`src/shared/exposure_timing_pkg.sv`:
```
// Package: constants, enums and carriers of the exposure timing sequencer
package exposure_timing_pkg;

  // Register byte offsets
  localparam logic [7:0] ctrl_offset = 8'h00;
  localparam logic [7:0] frames_offset = 8'h04;
  localparam logic [7:0] exposure_offset = 8'h08;
  localparam logic [7:0] comp_offset = 8'h0c;
  localparam logic [7:0] readout_offset = 8'h10;
  localparam logic [7:0] shift_offset = 8'h14;
  localparam logic [7:0] cmd_offset = 8'h18;
  localparam logic [7:0] status_offset = 8'h1c;
  localparam logic [7:0] clean_rows_offset = 8'h20;

  // Control register field positions
  localparam int ctrl_timing_lsb = 0;
  localparam int ctrl_shutter_lsb = 2;
  localparam int ctrl_edge_lsb = 5;
  localparam int ctrl_safe_bit = 7;
  localparam int ctrl_clean_bit = 8;

  // Command register bits
  localparam int cmd_begin_bit = 0;
  localparam int cmd_halt_bit = 1;

  // Reset values
  localparam logic [31:0] ctrl_reset = 32'h0000_0000;
  localparam logic [31:0] frames_reset = 32'h0000_0001;
  localparam logic [31:0] exposure_reset = 32'h0000_0064;
  localparam logic [31:0] comp_reset = 32'h0000_0010;
  localparam logic [31:0] readout_reset = 32'h0000_0100;
  localparam logic [31:0] shift_reset = 32'h0000_0004;
  localparam logic [31:0] clean_rows_reset = 32'h0000_0010;

  // Timing: least vertical shift of 1 us at 200 MHz
  localparam int clk_mhz = 200;
  localparam int min_shift_us = 1;
  localparam int min_shift_cycles = min_shift_us * clk_mhz;

  typedef enum logic [1:0] {
    timing_freerun = 2'b00,
    timing_ext_sync = 2'b01,
    timing_soft_trig = 2'b10
  } timing_mode_t;

  typedef enum logic [2:0] {
    shutter_normal = 3'b000,
    shutter_preopen = 3'b001,
    shutter_dis_open = 3'b010,
    shutter_dis_closed = 3'b011
  } shutter_mode_t;

  typedef enum logic [1:0] {
    sync_falling = 2'b00,
    sync_rising = 2'b01,
    sync_high = 2'b10,
    sync_low = 2'b11
  } sync_kind_t;

  typedef enum logic [6:0] {
    st_idle = 7'b000_0001,
    st_std_clean = 7'b000_0010,
    st_wait_sync = 7'b000_0100,
    st_expose = 7'b000_1000,
    st_comp = 7'b001_0000,
    st_readout = 7'b010_0000,
    st_next = 7'b100_0000
  } seq_state_t;

  typedef struct packed {
    logic [31:0] prdata;
    logic pready;
    logic pslverr;
  } apb_resp_t;

  typedef struct packed {
    logic shutter;
    logic not_reading_out_flag;
    logic busy;
  } seq_out_t;

endpackage

```
`src/sync_trigger_detect.sv`:
```
// Sync input synchroniser and edge/level trigger qualifier
`timescale 1ns/1ps
`default_nettype none
module sync_trigger_detect (
  // Clock and reset
  input wire logic core_clk,
  input wire logic reset,
  // Pin and selection
  input wire logic sync_pin,
  input wire logic [1:0] kind,
  // Qualified trigger
  output logic trigger
);

  logic meta;
  logic stable;
  logic prev;

  always_ff @(posedge core_clk) begin
    if (reset) begin
      meta <= 1'b0;
      stable <= 1'b0;
      prev <= 1'b0;
    end else begin
      meta <= sync_pin;
      stable <= meta;
      prev <= stable;
    end
  end

  // Edge or level qualification
  always_comb begin
    unique case (exposure_timing_pkg::sync_kind_t'(kind))
      exposure_timing_pkg::sync_falling: trigger = prev & ~stable; // see RULE17
      exposure_timing_pkg::sync_rising: trigger = ~prev & stable; // see RULE17
      exposure_timing_pkg::sync_high: trigger = stable; // see RULE17
      exposure_timing_pkg::sync_low: trigger = ~stable; // see RULE17
    endcase
  end

endmodule
`default_nettype wire

```
`src/exposure_timing_sequencer.sv`:
```
// Acquisition timing sequencer with APB registers, shutter and readout status
//
// What this block does
// RULE1: Full speed collects all frames per start
// RULE2: Safe mode stops after every frame
// RULE3: Host restarts only after processing frame
// RULE4: Freerun opens shutter right after readout
// RULE5: Freerun ignores all sync pulses
// RULE6: Normal sync: wait, expose, close, read
// RULE7: Preopen: open when ready, reopen after readout
// RULE8: Preopen only in sync; freerun treats alike
// RULE9: Disabled shutter holds fixed open or closed
// RULE10: Continuous cleans until sync, finish row
// RULE11: Sync during row shift waits shift end
// RULE12: Preopen with cleans stays open throughout
// RULE13: Standard clean always after enable
// RULE14: Not-reading-out flag pulses per clean shift
// RULE15: Trigger leads event by shutter delay
// RULE16: Shutter inhibits pulser during readout
// RULE17: Sync selectable edges or levels
// RULE18: Software trigger runs frame count
// RULE19: Compensation wait before readout
`timescale 1ns/1ps
`default_nettype none
module exposure_timing_sequencer #(
  parameter int cnt_width = 32
) (
  // Clock and reset
  input wire logic core_clk,
  input wire logic reset,
  // APB slave
  input wire logic psel,
  input wire logic penable,
  input wire logic pwrite,
  input wire logic [7:0] paddr,
  input wire logic [31:0] pwdata,
  output logic [31:0] prdata,
  output logic pready,
  output logic pslverr,
  // Experiment side
  input wire logic sync_in,
  output logic shutter,
  output logic not_reading_out_flag
);

  if (cnt_width < 8 || cnt_width > 32) begin : g_bad_width
    $error("cnt_width out of range");
  end

  ////////////////////////////////////////////////////////////////////////
  // Registers

  logic [31:0] ctrl;
  logic [31:0] frames_req;
  logic [31:0] exposure_cyc;
  logic [31:0] comp_cyc;
  logic [31:0] readout_cyc;
  logic [31:0] shift_cyc;
  logic [31:0] clean_rows;
  logic begin_capture_cmd;
  logic halt_capture_cmd;
  logic [31:0] frames_done;
  logic wr_en;
  logic rd_en;
  logic addr_ok;

  exposure_timing_pkg::timing_mode_t timing;
  exposure_timing_pkg::shutter_mode_t shut_mode;
  logic safe_mode;
  logic clean_en;

  assign timing = exposure_timing_pkg::timing_mode_t'(ctrl[1:0]);
  assign shut_mode = exposure_timing_pkg::shutter_mode_t'(ctrl[4:2]);
  assign safe_mode = ctrl[exposure_timing_pkg::ctrl_safe_bit];
  assign clean_en = ctrl[exposure_timing_pkg::ctrl_clean_bit];

  function automatic logic is_mapped(input logic [7:0] a);
    is_mapped = (a <= exposure_timing_pkg::clean_rows_offset) && (a[1:0] == 2'b00);
  endfunction

  assign pready = 1'b1;
  assign wr_en = psel & penable & pwrite & addr_ok;
  assign rd_en = psel & ~penable & ~pwrite;
  assign addr_ok = is_mapped(paddr);
  assign pslverr = psel & penable & ~addr_ok;
  assign begin_capture_cmd = wr_en && paddr == exposure_timing_pkg::cmd_offset
                             && pwdata[exposure_timing_pkg::cmd_begin_bit];
  assign halt_capture_cmd = wr_en && paddr == exposure_timing_pkg::cmd_offset
                            && pwdata[exposure_timing_pkg::cmd_halt_bit];

  always_ff @(posedge core_clk) begin
    if (reset) begin
      ctrl <= exposure_timing_pkg::ctrl_reset;
      frames_req <= exposure_timing_pkg::frames_reset;
      exposure_cyc <= exposure_timing_pkg::exposure_reset;
      comp_cyc <= exposure_timing_pkg::comp_reset;
      readout_cyc <= exposure_timing_pkg::readout_reset;
      shift_cyc <= exposure_timing_pkg::shift_reset;
      clean_rows <= exposure_timing_pkg::clean_rows_reset;
    end else if (wr_en) begin
      unique case (paddr)
        exposure_timing_pkg::ctrl_offset: ctrl <= {23'h00_0000, pwdata[8:0]};
        exposure_timing_pkg::frames_offset: frames_req <= pwdata;
        exposure_timing_pkg::exposure_offset: exposure_cyc <= pwdata;
        exposure_timing_pkg::comp_offset: comp_cyc <= pwdata;
        exposure_timing_pkg::readout_offset: readout_cyc <= pwdata;
        exposure_timing_pkg::shift_offset: shift_cyc <= pwdata;
        exposure_timing_pkg::clean_rows_offset: clean_rows <= pwdata;
        default: ;
      endcase
    end
  end

  ////////////////////////////////////////////////////////////////////////
  // Sync input

  logic trig;
  logic trig_latched;
  logic shifting;
  exposure_timing_pkg::seq_state_t state;

  sync_trigger_detect u_sync (
    .core_clk(core_clk),
    .reset(reset),
    .sync_pin(sync_in),
    .kind(ctrl[6:5]),
    .trigger(trig)
  );

  // Trigger caught in wait only in external-sync; freerun never looks
  always_ff @(posedge core_clk) begin
    if (reset) begin
      trig_latched <= 1'b0;
    end else if (state != exposure_timing_pkg::st_wait_sync
                 || timing != exposure_timing_pkg::timing_ext_sync) begin
      trig_latched <= 1'b0; // see RULE5
    end else if (trig) begin
      trig_latched <= 1'b1; // see RULE11
    end
  end

  ////////////////////////////////////////////////////////////////////////
  // Sequencer

  logic [31:0] cnt;
  logic [31:0] row_cnt;
  logic [31:0] shift_cnt;
  logic running;
  logic shift_done;
  logic cnt_done;

  assign cnt_done = (cnt <= 32'h0000_0001);
  assign shifting = (shift_cnt != 32'h0000_0000);
  assign shift_done = (shift_cnt == 32'h0000_0001);

  // Row-shift timer used by standard and continuous cleaning
  always_ff @(posedge core_clk) begin
    if (reset) begin
      shift_cnt <= 32'h0000_0000;
    end else if (shifting) begin
      shift_cnt <= shift_cnt - 32'h0000_0001;
    end else if ((state == exposure_timing_pkg::st_std_clean && row_cnt != 32'h0000_0000)
                 || (state == exposure_timing_pkg::st_wait_sync && clean_en
                     && !trig_latched && !trig)) begin
      shift_cnt <= (shift_cnt == 32'h0 && shift_cyc == 32'h0) ? 32'h1 : shift_cyc; // see RULE10
    end
  end

  always_ff @(posedge core_clk) begin
    if (reset) begin
      state <= exposure_timing_pkg::st_idle;
      cnt <= 32'h0000_0000;
      row_cnt <= 32'h0000_0000;
      frames_done <= 32'h0000_0000;
      running <= 1'b0;
    end else if (halt_capture_cmd) begin
      state <= exposure_timing_pkg::st_idle;
      running <= 1'b0;
    end else begin
      unique case (state)
        exposure_timing_pkg::st_idle: begin
          if (begin_capture_cmd) begin
            running <= 1'b1;
            frames_done <= 32'h0000_0000;
            row_cnt <= clean_rows;
            state <= exposure_timing_pkg::st_std_clean; // see RULE13
          end
        end
        exposure_timing_pkg::st_std_clean: begin
          if (shift_done) begin
            row_cnt <= row_cnt - 32'h0000_0001;
          end
          if (row_cnt == 32'h0000_0000 && !shifting) begin
            if (timing == exposure_timing_pkg::timing_ext_sync) begin
              state <= exposure_timing_pkg::st_wait_sync;
            end else begin
              cnt <= exposure_cyc; // see RULE4
              state <= exposure_timing_pkg::st_expose; // see RULE18
            end
          end
        end
        exposure_timing_pkg::st_wait_sync: begin
          // A pending trigger waits for the row shift to end
          if ((trig_latched || trig) && (!shifting || shift_done)) begin // see RULE11
            cnt <= exposure_cyc;
            state <= exposure_timing_pkg::st_expose; // see RULE6
          end
        end
        exposure_timing_pkg::st_expose: begin
          cnt <= cnt - 32'h0000_0001;
          if (cnt_done) begin
            cnt <= comp_cyc;
            state <= exposure_timing_pkg::st_comp;
          end
        end
        exposure_timing_pkg::st_comp: begin
          cnt <= cnt - 32'h0000_0001;
          if (cnt_done) begin
            cnt <= readout_cyc; // see RULE19
            state <= exposure_timing_pkg::st_readout;
          end
        end
        exposure_timing_pkg::st_readout: begin
          cnt <= cnt - 32'h0000_0001;
          if (cnt_done) begin
            frames_done <= frames_done + 32'h0000_0001;
            state <= exposure_timing_pkg::st_next;
          end
        end
        exposure_timing_pkg::st_next: begin
          if (safe_mode || frames_done >= frames_req) begin
            running <= 1'b0; // see RULE2
            state <= exposure_timing_pkg::st_idle;
          end else if (timing == exposure_timing_pkg::timing_ext_sync) begin
            state <= exposure_timing_pkg::st_wait_sync; // see RULE1
          end else begin
            cnt <= exposure_cyc; // see RULE4
            state <= exposure_timing_pkg::st_expose;
          end
        end
        default: state <= exposure_timing_pkg::st_idle;
      endcase
    end
  end

  ////////////////////////////////////////////////////////////////////////
  // Outputs

  logic next_shutter;
  logic next_nro;
  logic preopen_ok;

  // Preopen only has meaning with external sync
  assign preopen_ok = (shut_mode == exposure_timing_pkg::shutter_preopen)
                      && (timing == exposure_timing_pkg::timing_ext_sync); // see RULE8

  always_comb begin
    next_shutter = 1'b0;
    if (shut_mode == exposure_timing_pkg::shutter_dis_open) begin
      next_shutter = 1'b1; // see RULE9
    end else if (shut_mode == exposure_timing_pkg::shutter_dis_closed) begin
      next_shutter = 1'b0; // see RULE9
    end else if (state == exposure_timing_pkg::st_expose) begin
      next_shutter = 1'b1; // see RULE6
    end else if (preopen_ok && running && state == exposure_timing_pkg::st_wait_sync) begin
      next_shutter = 1'b1; // see RULE7 and RULE12
    end
  end

  // Low during readout and during each cleaning shift
  assign next_nro = !(state == exposure_timing_pkg::st_readout || shifting); // see RULE14

  always_ff @(posedge core_clk) begin
    if (reset) begin
      shutter <= 1'b0;
      not_reading_out_flag <= 1'b1;
    end else begin
      shutter <= next_shutter; // see RULE16
      not_reading_out_flag <= next_nro;
    end
  end

  // Read mux registered in setup phase
  always_ff @(posedge core_clk) begin
    if (reset) begin
      prdata <= 32'h0000_0000;
    end else if (rd_en) begin
      unique case (paddr)
        exposure_timing_pkg::ctrl_offset: prdata <= ctrl;
        exposure_timing_pkg::frames_offset: prdata <= frames_req;
        exposure_timing_pkg::exposure_offset: prdata <= exposure_cyc;
        exposure_timing_pkg::comp_offset: prdata <= comp_cyc;
        exposure_timing_pkg::readout_offset: prdata <= readout_cyc;
        exposure_timing_pkg::shift_offset: prdata <= shift_cyc;
        exposure_timing_pkg::status_offset: prdata <= {frames_done[23:0], state, running};
        exposure_timing_pkg::clean_rows_offset: prdata <= clean_rows;
        default: prdata <= 32'h0000_0000;
      endcase
    end
  end

  ////////////////////////////////////////////////////////////////////////
  // Assertions

  a_freerun_ignores_sync: assert property (@(posedge core_clk) disable iff (reset)
    timing != exposure_timing_pkg::timing_ext_sync |-> !trig_latched) // see RULE5
    else $error("trigger latched outside external sync");

  a_disabled_open_fixed: assert property (@(posedge core_clk) disable iff (reset)
    $past(shut_mode) == exposure_timing_pkg::shutter_dis_open
    && shut_mode == exposure_timing_pkg::shutter_dis_open |-> shutter) // see RULE9
    else $error("disabled-open shutter dropped");

  a_disabled_closed_fixed: assert property (@(posedge core_clk) disable iff (reset)
    $past(shut_mode) == exposure_timing_pkg::shutter_dis_closed
    && shut_mode == exposure_timing_pkg::shutter_dis_closed |-> !shutter) // see RULE9
    else $error("disabled-closed shutter raised");

  a_readout_shutter_low: assert property (@(posedge core_clk) disable iff (reset)
    state == exposure_timing_pkg::st_readout && $past(state) == exposure_timing_pkg::st_readout
    && shut_mode inside {exposure_timing_pkg::shutter_normal,
                         exposure_timing_pkg::shutter_preopen} |-> !shutter) // see RULE16
    else $error("shutter open during readout");

  a_safe_stops: assert property (@(posedge core_clk) disable iff (reset)
    state == exposure_timing_pkg::st_next && safe_mode && !halt_capture_cmd
    |=> state == exposure_timing_pkg::st_idle) // see RULE2
    else $error("safe mode did not halt");

  a_comp_before_read: assert property (@(posedge core_clk) disable iff (reset)
    state == exposure_timing_pkg::st_readout && $past(state) != exposure_timing_pkg::st_readout
    && !$past(halt_capture_cmd) |-> $past(state) == exposure_timing_pkg::st_comp) // see RULE19
    else $error("readout without compensation");

  a_start_cleans: assert property (@(posedge core_clk) disable iff (reset)
    state == exposure_timing_pkg::st_idle && begin_capture_cmd && !halt_capture_cmd
    |=> state == exposure_timing_pkg::st_std_clean) // see RULE13
    else $error("start skipped standard clean");

  a_shift_flag_low: assert property (@(posedge core_clk) disable iff (reset)
    shifting |=> !not_reading_out_flag) // see RULE14
    else $error("flag not low during shift");

  a_wait_on_shift: assert property (@(posedge core_clk) disable iff (reset)
    state == exposure_timing_pkg::st_wait_sync && shifting && !shift_done
    && !halt_capture_cmd |=> state == exposure_timing_pkg::st_wait_sync) // see RULE11
    else $error("sync acted mid shift");

  c_full_speed_run: cover property (@(posedge core_clk) disable iff (reset)
    state == exposure_timing_pkg::st_next && !safe_mode ##1
    state == exposure_timing_pkg::st_expose);
  c_sync_frame: cover property (@(posedge core_clk) disable iff (reset)
    state == exposure_timing_pkg::st_wait_sync ##1 state == exposure_timing_pkg::st_expose);
  c_preopen_wait: cover property (@(posedge core_clk) disable iff (reset)
    preopen_ok && shutter && state == exposure_timing_pkg::st_wait_sync && shifting);

endmodule
`default_nettype wire

```
`config.mk`:
```
export PLATFORM = sky130hd
export DESIGN_NAME = exposure_timing_sequencer
export DESIGN_NICKNAME = d
export VERILOG_FILES = /design/src/shared/exposure_timing_pkg.sv /design/src/sync_trigger_detect.sv /design/src/exposure_timing_sequencer.sv
export SDC_FILE = /design/constraint.sdc
export NUM_CORES = 1
export LEC_CHECK = 0
export BUFFER_PORTS_ARGS = -buffer_cell sky130_fd_sc_hd__buf_2
export CELL_PAD_IN_SITES_DETAIL_PLACEMENT = 1
export CELL_PAD_IN_SITES_GLOBAL_PLACEMENT = 1
export CORE_MARGIN = 2
export CORE_UTILIZATION = 42
export DETAILED_ROUTE_END_ITERATION = 6
export PLACE_DENSITY = 0.82
export SLEW_MARGIN = 20
export SYNTH_ARGS = -nofsm -noshare
export SYNTH_HDL_FRONTEND = slang
export SYNTH_SLANG_ARGS = --single-unit
```
`constraint.sdc`:
```
create_clock -name core_clk -period 2.79 [get_ports core_clk]
set_input_delay 0.558 -clock core_clk [delete_from_list [all_inputs] [get_ports core_clk]]
set_output_delay 0.558 -clock core_clk [all_outputs]
set_load 0.01 [all_outputs]
```
After elaboration in Yosys (flattened, before gate mapping)
Cells that the tools add are included.
{ "totals": {"mem_count": 0, "latch_bits": 0, "word_cells": 160, "ff_bits": 375, "ram_bits": 0, "romBits": 0} }
{ "op_classes": {"n_addsub": 4, "shifts": 0, "n_mux": 34, "multipliers": 0, "reduce_logical": 51, "n_bitwise": 14, "order_cmp": 3, "div": 0, "n_eq_ne": 34} }
{ "ops": {"columns": ["operator", "n"], "rows": [
  ["$mux 32", 13],
  ["$pmux 32 s8", 1],
  ["$pmux 32 s6", 1],
  ["$pmux 32 s2", 2],
  ["$logic_not 32->1", 3],
  ["$sub 32x1->32 const B", 3],
  ["$reduce_bool 32->1", 2],
  ["$mux 7", 7],
  ["$pmux 7 s7", 1],
  ["$add 32x1->32 const B", 1],
  ["$eq 32x1->1 const B", 1],
  ["$eq 8x5->1 const B", 4],
  ["$ge 32x32->1", 1],
  ["$le 32x1->1 const B", 1],
  ["$eq 8x4->1 const B", 2],
  ["$ne 2x2->1 const B", 8],
  ["$logic_and 1x1->1", 14],
  ["$reduce_and 2->1", 7],
  ["$and 1x1->1", 8],
  ["$eq 8x3->1 const B", 1],
  ["$eq 8x6->1 const B", 1],
  ["$le 8x6->1 const B", 1],
  ["$logic_not 8->1", 1],
  ["$reduce_and 4->1", 2],
  ["27 further kinds", 54]
]} }

Logic depth before layout (Yosys ltp)
{ "depth": {"word_depth": 8, "depth_mapped": 11} }

Modules after synthesis
A second synthesis with hierarchy kept.
{ "hier_totals": {"cells_unflattened": 2535, "hier_area_um2": 18930.7} }
{ "modules_own_cells": {"columns": ["mod", "seq_area_each_um2", "area_per_inst_um2", "n_inst", "cells_per_inst"], "rows": [
  ["exposure_timing_sequencer", 7447.1, 18814.3, 1, 2524],
  ["sync_trigger_detect", 60.1, 116.4, 1, 11]
]} }

Worst setup path after synthesis
No wires, ideal clock.
{ "synth_timing": {"kind": "input port to output port", "startpoint": "input port paddr[3]", "endpoint": "output port pslverr", "path_slack_ns": -0.087, "n_path_buf": 4, "stages": 8, "arrival_time_ns": 2.319, "path_cell_list": "clkbuf_1 > nor4_1 > and3_1 > clkbuf_1 > clkbuf_1 > buf_1 > o21ai_0 > and3_1"} }
{ "synth_between": {"elab_chain_len": 4} }
{ "synth_lines": {"columns": ["item", "line", "source"], "rows": [
  ["start: declaration", "exposure_timing_sequencer.sv:35", "input wire logic [7:0] paddr,"],
  ["$le 8x6->1", "exposure_timing_sequencer.sv:78", "is_mapped = (a <= exposure_timing_pkg::clean_rows_offset) && (a[1:0] == 2'b00);"],
  ["$logic_and 1x1->1", "exposure_timing_sequencer.sv:78", null],
  ["$not 1->1", "exposure_timing_sequencer.sv:85", "assign pslverr = psel & penable & ~addr_ok;"],
  ["$and 1x1->1", "exposure_timing_sequencer.sv:85", null],
  ["end: declaration", "exposure_timing_sequencer.sv:39", "output logic pslverr,"]
]} }
No other way between the ends.

Final worst setup path
{ "layout_timing": {"startpoint": "register shift_cnt[22]", "endpoint": "register cnt[16]"} }
{ "layout_between": {"elab_chain_len": 6, "elab_cells_between_ends": 9, "classes_between": "3 x eq/ne; 6 x reduce/logical"} }
{ "layout_lines": {"columns": ["item", "line", "source"], "rows": [
  ["start: declaration", "exposure_timing_sequencer.sv:147", "logic [31:0] shift_cnt;"],
  ["start signal: assignment", "exposure_timing_sequencer.sv:161", "shift_cnt <= shift_cnt - 32'h0000_0001;"],
  ["start signal: assignment", "exposure_timing_sequencer.sv:165", "shift_cnt <= (shift_cnt == 32'h0 && shift_cyc == 32'h0) ? 32'h1 : shift_cyc;"],
  ["$reduce_bool 32->1", "exposure_timing_sequencer.sv:153", "assign shifting = (shift_cnt != 32'h0000_0000);"],
  ["$logic_not 1->1", "exposure_timing_sequencer.sv:193, exposure_timing_sequencer.sv:204", null],
  ["$logic_or 1x1->1", "exposure_timing_sequencer.sv:204", "if ((trig_latched || trig) && (!shifting || shift_done)) begin"],
  ["$logic_and 1x1->1", "exposure_timing_sequencer.sv:204", null],
  ["$ne 2x2->1 (no line)", null, null],
  ["$reduce_and 5->1 (no line) *", null, null],
  ["end signal: assignment", "exposure_timing_sequencer.sv:205", "cnt <= exposure_cyc;"],
  ["end signal: assignment", "exposure_timing_sequencer.sv:210", "cnt <= cnt - 32'h0000_0001;"],
  ["end signal: assignment", "exposure_timing_sequencer.sv:212", "cnt <= comp_cyc;"],
  ["end: declaration", "exposure_timing_sequencer.sv:145", "logic [31:0] cnt;"]
]} }
Every way passes the cells marked *; elsewhere a longest branch is shown, timed or not.
A chain may end at the register's enable or synchronous reset.

==> flow_metrics.env <==
export IMPL_status="finished with violations"
export IMPL_violations="DRC"
export IMPL_cts_made_buffers=42
export IMPL_power_density_mw_per_mm2=627.6
export IMPL_reg2reg_slack_ns=0.002
export IMPL_synth_cells=2461
export IMPL_grt_pass1_wl_um=128300
export IMPL_comb_power_share=0.181
export IMPL_viasPerCell=6.466
export IMPL_synthArstFlopShare=0
export IMPL_cts_buffer_depth=3
export IMPL_hold_end="u_sync.meta$_SDFF_PP0_"
export IMPL_multiInputGateArea_mm2=0.01076
export IMPL_start_kind="flip-flop"
export IMPL_fillCellCount=5447
export IMPL_yosys_top_cells_area="dfxtp_1 40%, nand2_1 11%, a21oi_1 8.2%, nor2_1 3.6%, clkbuf_1 3.4%"
export IMPL_num_vias=21145
export IMPL_syn2layout_area_growth_pct=24.32
export IMPL_antenna_found_initial=4
export IMPL_min_period_over_period=0.9991
export IMPL_cts_sinks=375
export IMPL_hold_start="sync_in"
export IMPL_design_die_area_mm2=0.04635
export IMPL_fin_util=0.5283
export IMPL_slew_headroom=0.2927
export IMPL_dr_pass1_iters=7
export IMPL_cp_end_kind="flip-flop"
export IMPL_min_path_cells=2
export IMPL_final_max_slew_violation_count=0
export IMPL_gp_congestion=0.9787
export IMPL_path_clk_slew_ns=0.06
export IMPL_routed_wl_um=84850
export IMPL_yosys_warnings=0
export IMPL_seq_power_share=0.391
export IMPL_drcViolationCount=1
export IMPL_synth_top_cells_by_count="541 x nand2_1, 375 x dfxtp_1, 309 x a21oi_1"
export IMPL_drive_gt1_frac=0.1871
export IMPL_yosysMostFrequentCell="nand2_1"
export IMPL_cts_tree="yes"
export IMPL_start_util=0.4249
export IMPL_cp_arrival_ns=3.26
export IMPL_overflow=0
export IMPL_synth_edff_count=0
export IMPL_dpl_cell_area_mm2=0.02134
export IMPL_syn_area_per_cell_um2=7.619
export IMPL_seq_area_mm2=0.007508
export IMPL_synthFlopType="dfxtp_1"
export IMPL_synth_seq_cells=375
export IMPL_required_ns=3.27
export IMPL_tns_ns=0
export IMPL_sw_frac_of_total=0.2975
export IMPL_post_dp_hpwl_um=58290
export IMPL_hold_viol=0
export IMPL_port_buffers=80
export IMPL_clkLatencyLatePin_ns=0.62
export IMPL_ctsHoldBuffers=0
export IMPL_synth_cell_types=82
export IMPL_worstPathCellList="or4_1 -> or3_1 -> or4_4 -> a21oi_4 -> nand2_2 -> buf_12 -> o311ai_4 -> o31ai_4"
export IMPL_p_leak_nw=8.257
export IMPL_synth_area_mm2=0.01875
export IMPL_wl_per_cell_um=25.95
export IMPL_finalSetupViolCount=0
export IMPL_critical_path_class="flip-flop to flip-flop"
export IMPL_finalClockSkew_ns=0.02341
export IMPL_cts_max_level=2
export IMPL_final_net_count=2728
export IMPL_timing_rr_end="cnt[16]$_SDFFE_PP0P_"
export IMPL_period_minus_slack_ns=2.788
export IMPL_tightest_slew_ns=1.061
export IMPL_clock_power_share=0.428
export IMPL_drv_cap=0
export IMPL_yosysTopAreaCell="dfxtp_1"
export IMPL_yosys_area_top_type_share=0.4004
export IMPL_min_path_type="input pin to flip-flop"
export IMPL_row_count=77
export IMPL_fmax_mhz=358.7
export IMPL_die_h_um=215.3
export IMPL_top_level_ports=82
export IMPL_antenna_cells=0
export IMPL_final_antenna_net_count=0
export IMPL_coreArea_mm2=0.04412
export IMPL_cp_slowest_cell="or4_1"
export IMPL_finalPower_mw=14.63
export IMPL_cpPeakStageDelay_ns=0.56
export IMPL_rr_worst_depth=8
export IMPL_power_switching_mw=4.352
export IMPL_track_usage=0.3557
export IMPL_clockRootBuffer="clkbuf_16"
export IMPL_yosysSeqAreaShare=0.4004
export IMPL_rsz0062_at_grt="true"
export IMPL_p_int_mw=10.28
export IMPL_crit_fanout=13
export IMPL_grt_max_degree=195
export IMPL_r2r_start="shift_cnt[22]$_SDFFE_PP0P_"
export IMPL_stdcell_area_mm2=0.02331
export IMPL_fp_dieW_um=215.3
export IMPL_drt_initial_drc_count=2229
export IMPL_ir_drop_v=0.0003982
export IMPL_grt_pass1_vias=21501
export IMPL_syn_nets=2545
==> critical path: cells and delay by family (launching register included) <==
kind	cells	cell delay [ns]
AO/OA/AOI/OAI	3	0.62
flip-flops	1	0.31
AND/OR/NAND/NOR	4	1.54
buffers and inverters	1	0.18
==> how the worst max path moves through the flow <==
stage | slack [ns] | depth (start not counted) | from | to
floorplan | 0.01 | 8 | paddr[3] | pslverr
global placement | -0.07 | 9 | frames_req[25]$_SDFFE_PP0P_ | cnt[19]$_SDFFE_PP0P_
detailed placement | -0.27 | 8 | shift_cnt[22]$_SDFFE_PP0P_ | cnt[16]$_SDFFE_PP0P_
CTS | 0.006 | 11 | frames_req[25]$_SDFFE_PP0P_ | cnt[18]$_SDFFE_PP0P_
global route | -0.04 | 9 | state[5]$_SDFFE_PP0P_ | shift_cnt[23]$_SDFFE_PP0P_
finish | 0.002 | 8 | shift_cnt[22]$_SDFFE_PP0P_ | cnt[16]$_SDFFE_PP0P_
==> metal layers <==
metal,global-route usage,routed length (um),vias up
li1,-,-,9230
met1,0.4278,32400,10381
met2,0.5669,38090,1148
met3,0.07473,7388,378
met4,0.2513,6936,8
met5,0,44,-
==> what timing repair did <==
item	CTS	global route
hold endpoints to repair	0	0
endpoints found under the setup margin	36	81
gates resized for setup	21	58
pin swaps	4	10
setup buffers	1	0
cloned	1	2
==> flip-flops by register name (all words and copies together), names as in the netlist, 9 cells and up <==
name,flops
comp_cyc,32
cnt,32
ctrl,9
shift_cyc,32
shift_cnt,32
readout_cyc,32
exposure_cyc,32
frames_req,32
clean_rows,32
frames_done,32
row_cnt,32
prdata,32
==> through the flow <==
step           std cells  hold WS (ns)  setup WS, ns
6_report            3270        0.1954      0.002386
5_1_grt             3270        0.2036      -0.04188
4_1_cts             3268        0.1918      0.005601
3_5_place_dp        3188        0.4509       -0.2688
3_3_place_gp        3188        0.4321      -0.07476
2_1_floorplan       2461        0.4138       0.01361
==> cell type report <==
class | instances | share of cell area
multi-input cells | 1849 | 0.4617
flip-flops and latches | 375 | 0.3221
repair buffers | 322 | 0.1097
clock buffers | 59 | 0.05341
well taps | 592 | 0.03178
clock inverters | 19 | 0.01261
inverters | 54 | 0.008696
==> cells in the final DEF, fill, tap and decap left out, types with 11 or more instances in the layout <==
cell type,Yosys,layout
nor4_1,43,35
or4_1,14,11
nand4_1,22,22
o21ai_0,99,95
buf_12,0,24
xor2_1,12,12
mux2i_1,13,13
buf_2,10,79
ha_1,38,38
a221oi_1,23,23
nor3_1,47,42
a22oi_1,78,78
a31oi_1,29,29
a22o_1,25,25
a21oi_1,309,307
and2_1,14,14
a222oi_1,28,28
nand3_1,42,42
a31o_2,14,14
nor2_1,182,178
buf_4,1,215
or3_1,25,24
o31ai_2,0,11
a211oi_1,20,19
inv_1,54,54
nand2_1,541,539
and3_1,15,15
clkbuf_16,0,43
xnor2_1,24,24
clkbuf_8,0,13
o31ai_1,30,17
dfxtp_1,375,374
==> power by group through the flow <==
stage	Clock (mW)	Combinational (mW)	Sequential [mW]
floorplan	0	1.44	5.81
global placement	0	2.35	5.81
detailed placement	0	2.48	5.83
CTS	6.28	2.53	5.71
global route	6.49	2.84	5.74
finish	6.26	2.64	5.72
==> logic make-up after synthesis <==
group / Yosys count / synth area share
AO/OA/AOI/OAI: 748 / 0.2554
flip-flops: 375 / 0.4004
AND/OR/NAND/NOR: 1010 / 0.2444
XOR/XNOR: 36 / 0.01682
buffers and inverters: 239 / 0.04992
other: 1 / 0.0002000
multiplexers: 14 / 0.007541
adder cells (fa/ha/maj): 38 / 0.02536
Note: power is estimated with default switching activity, not from simulation.
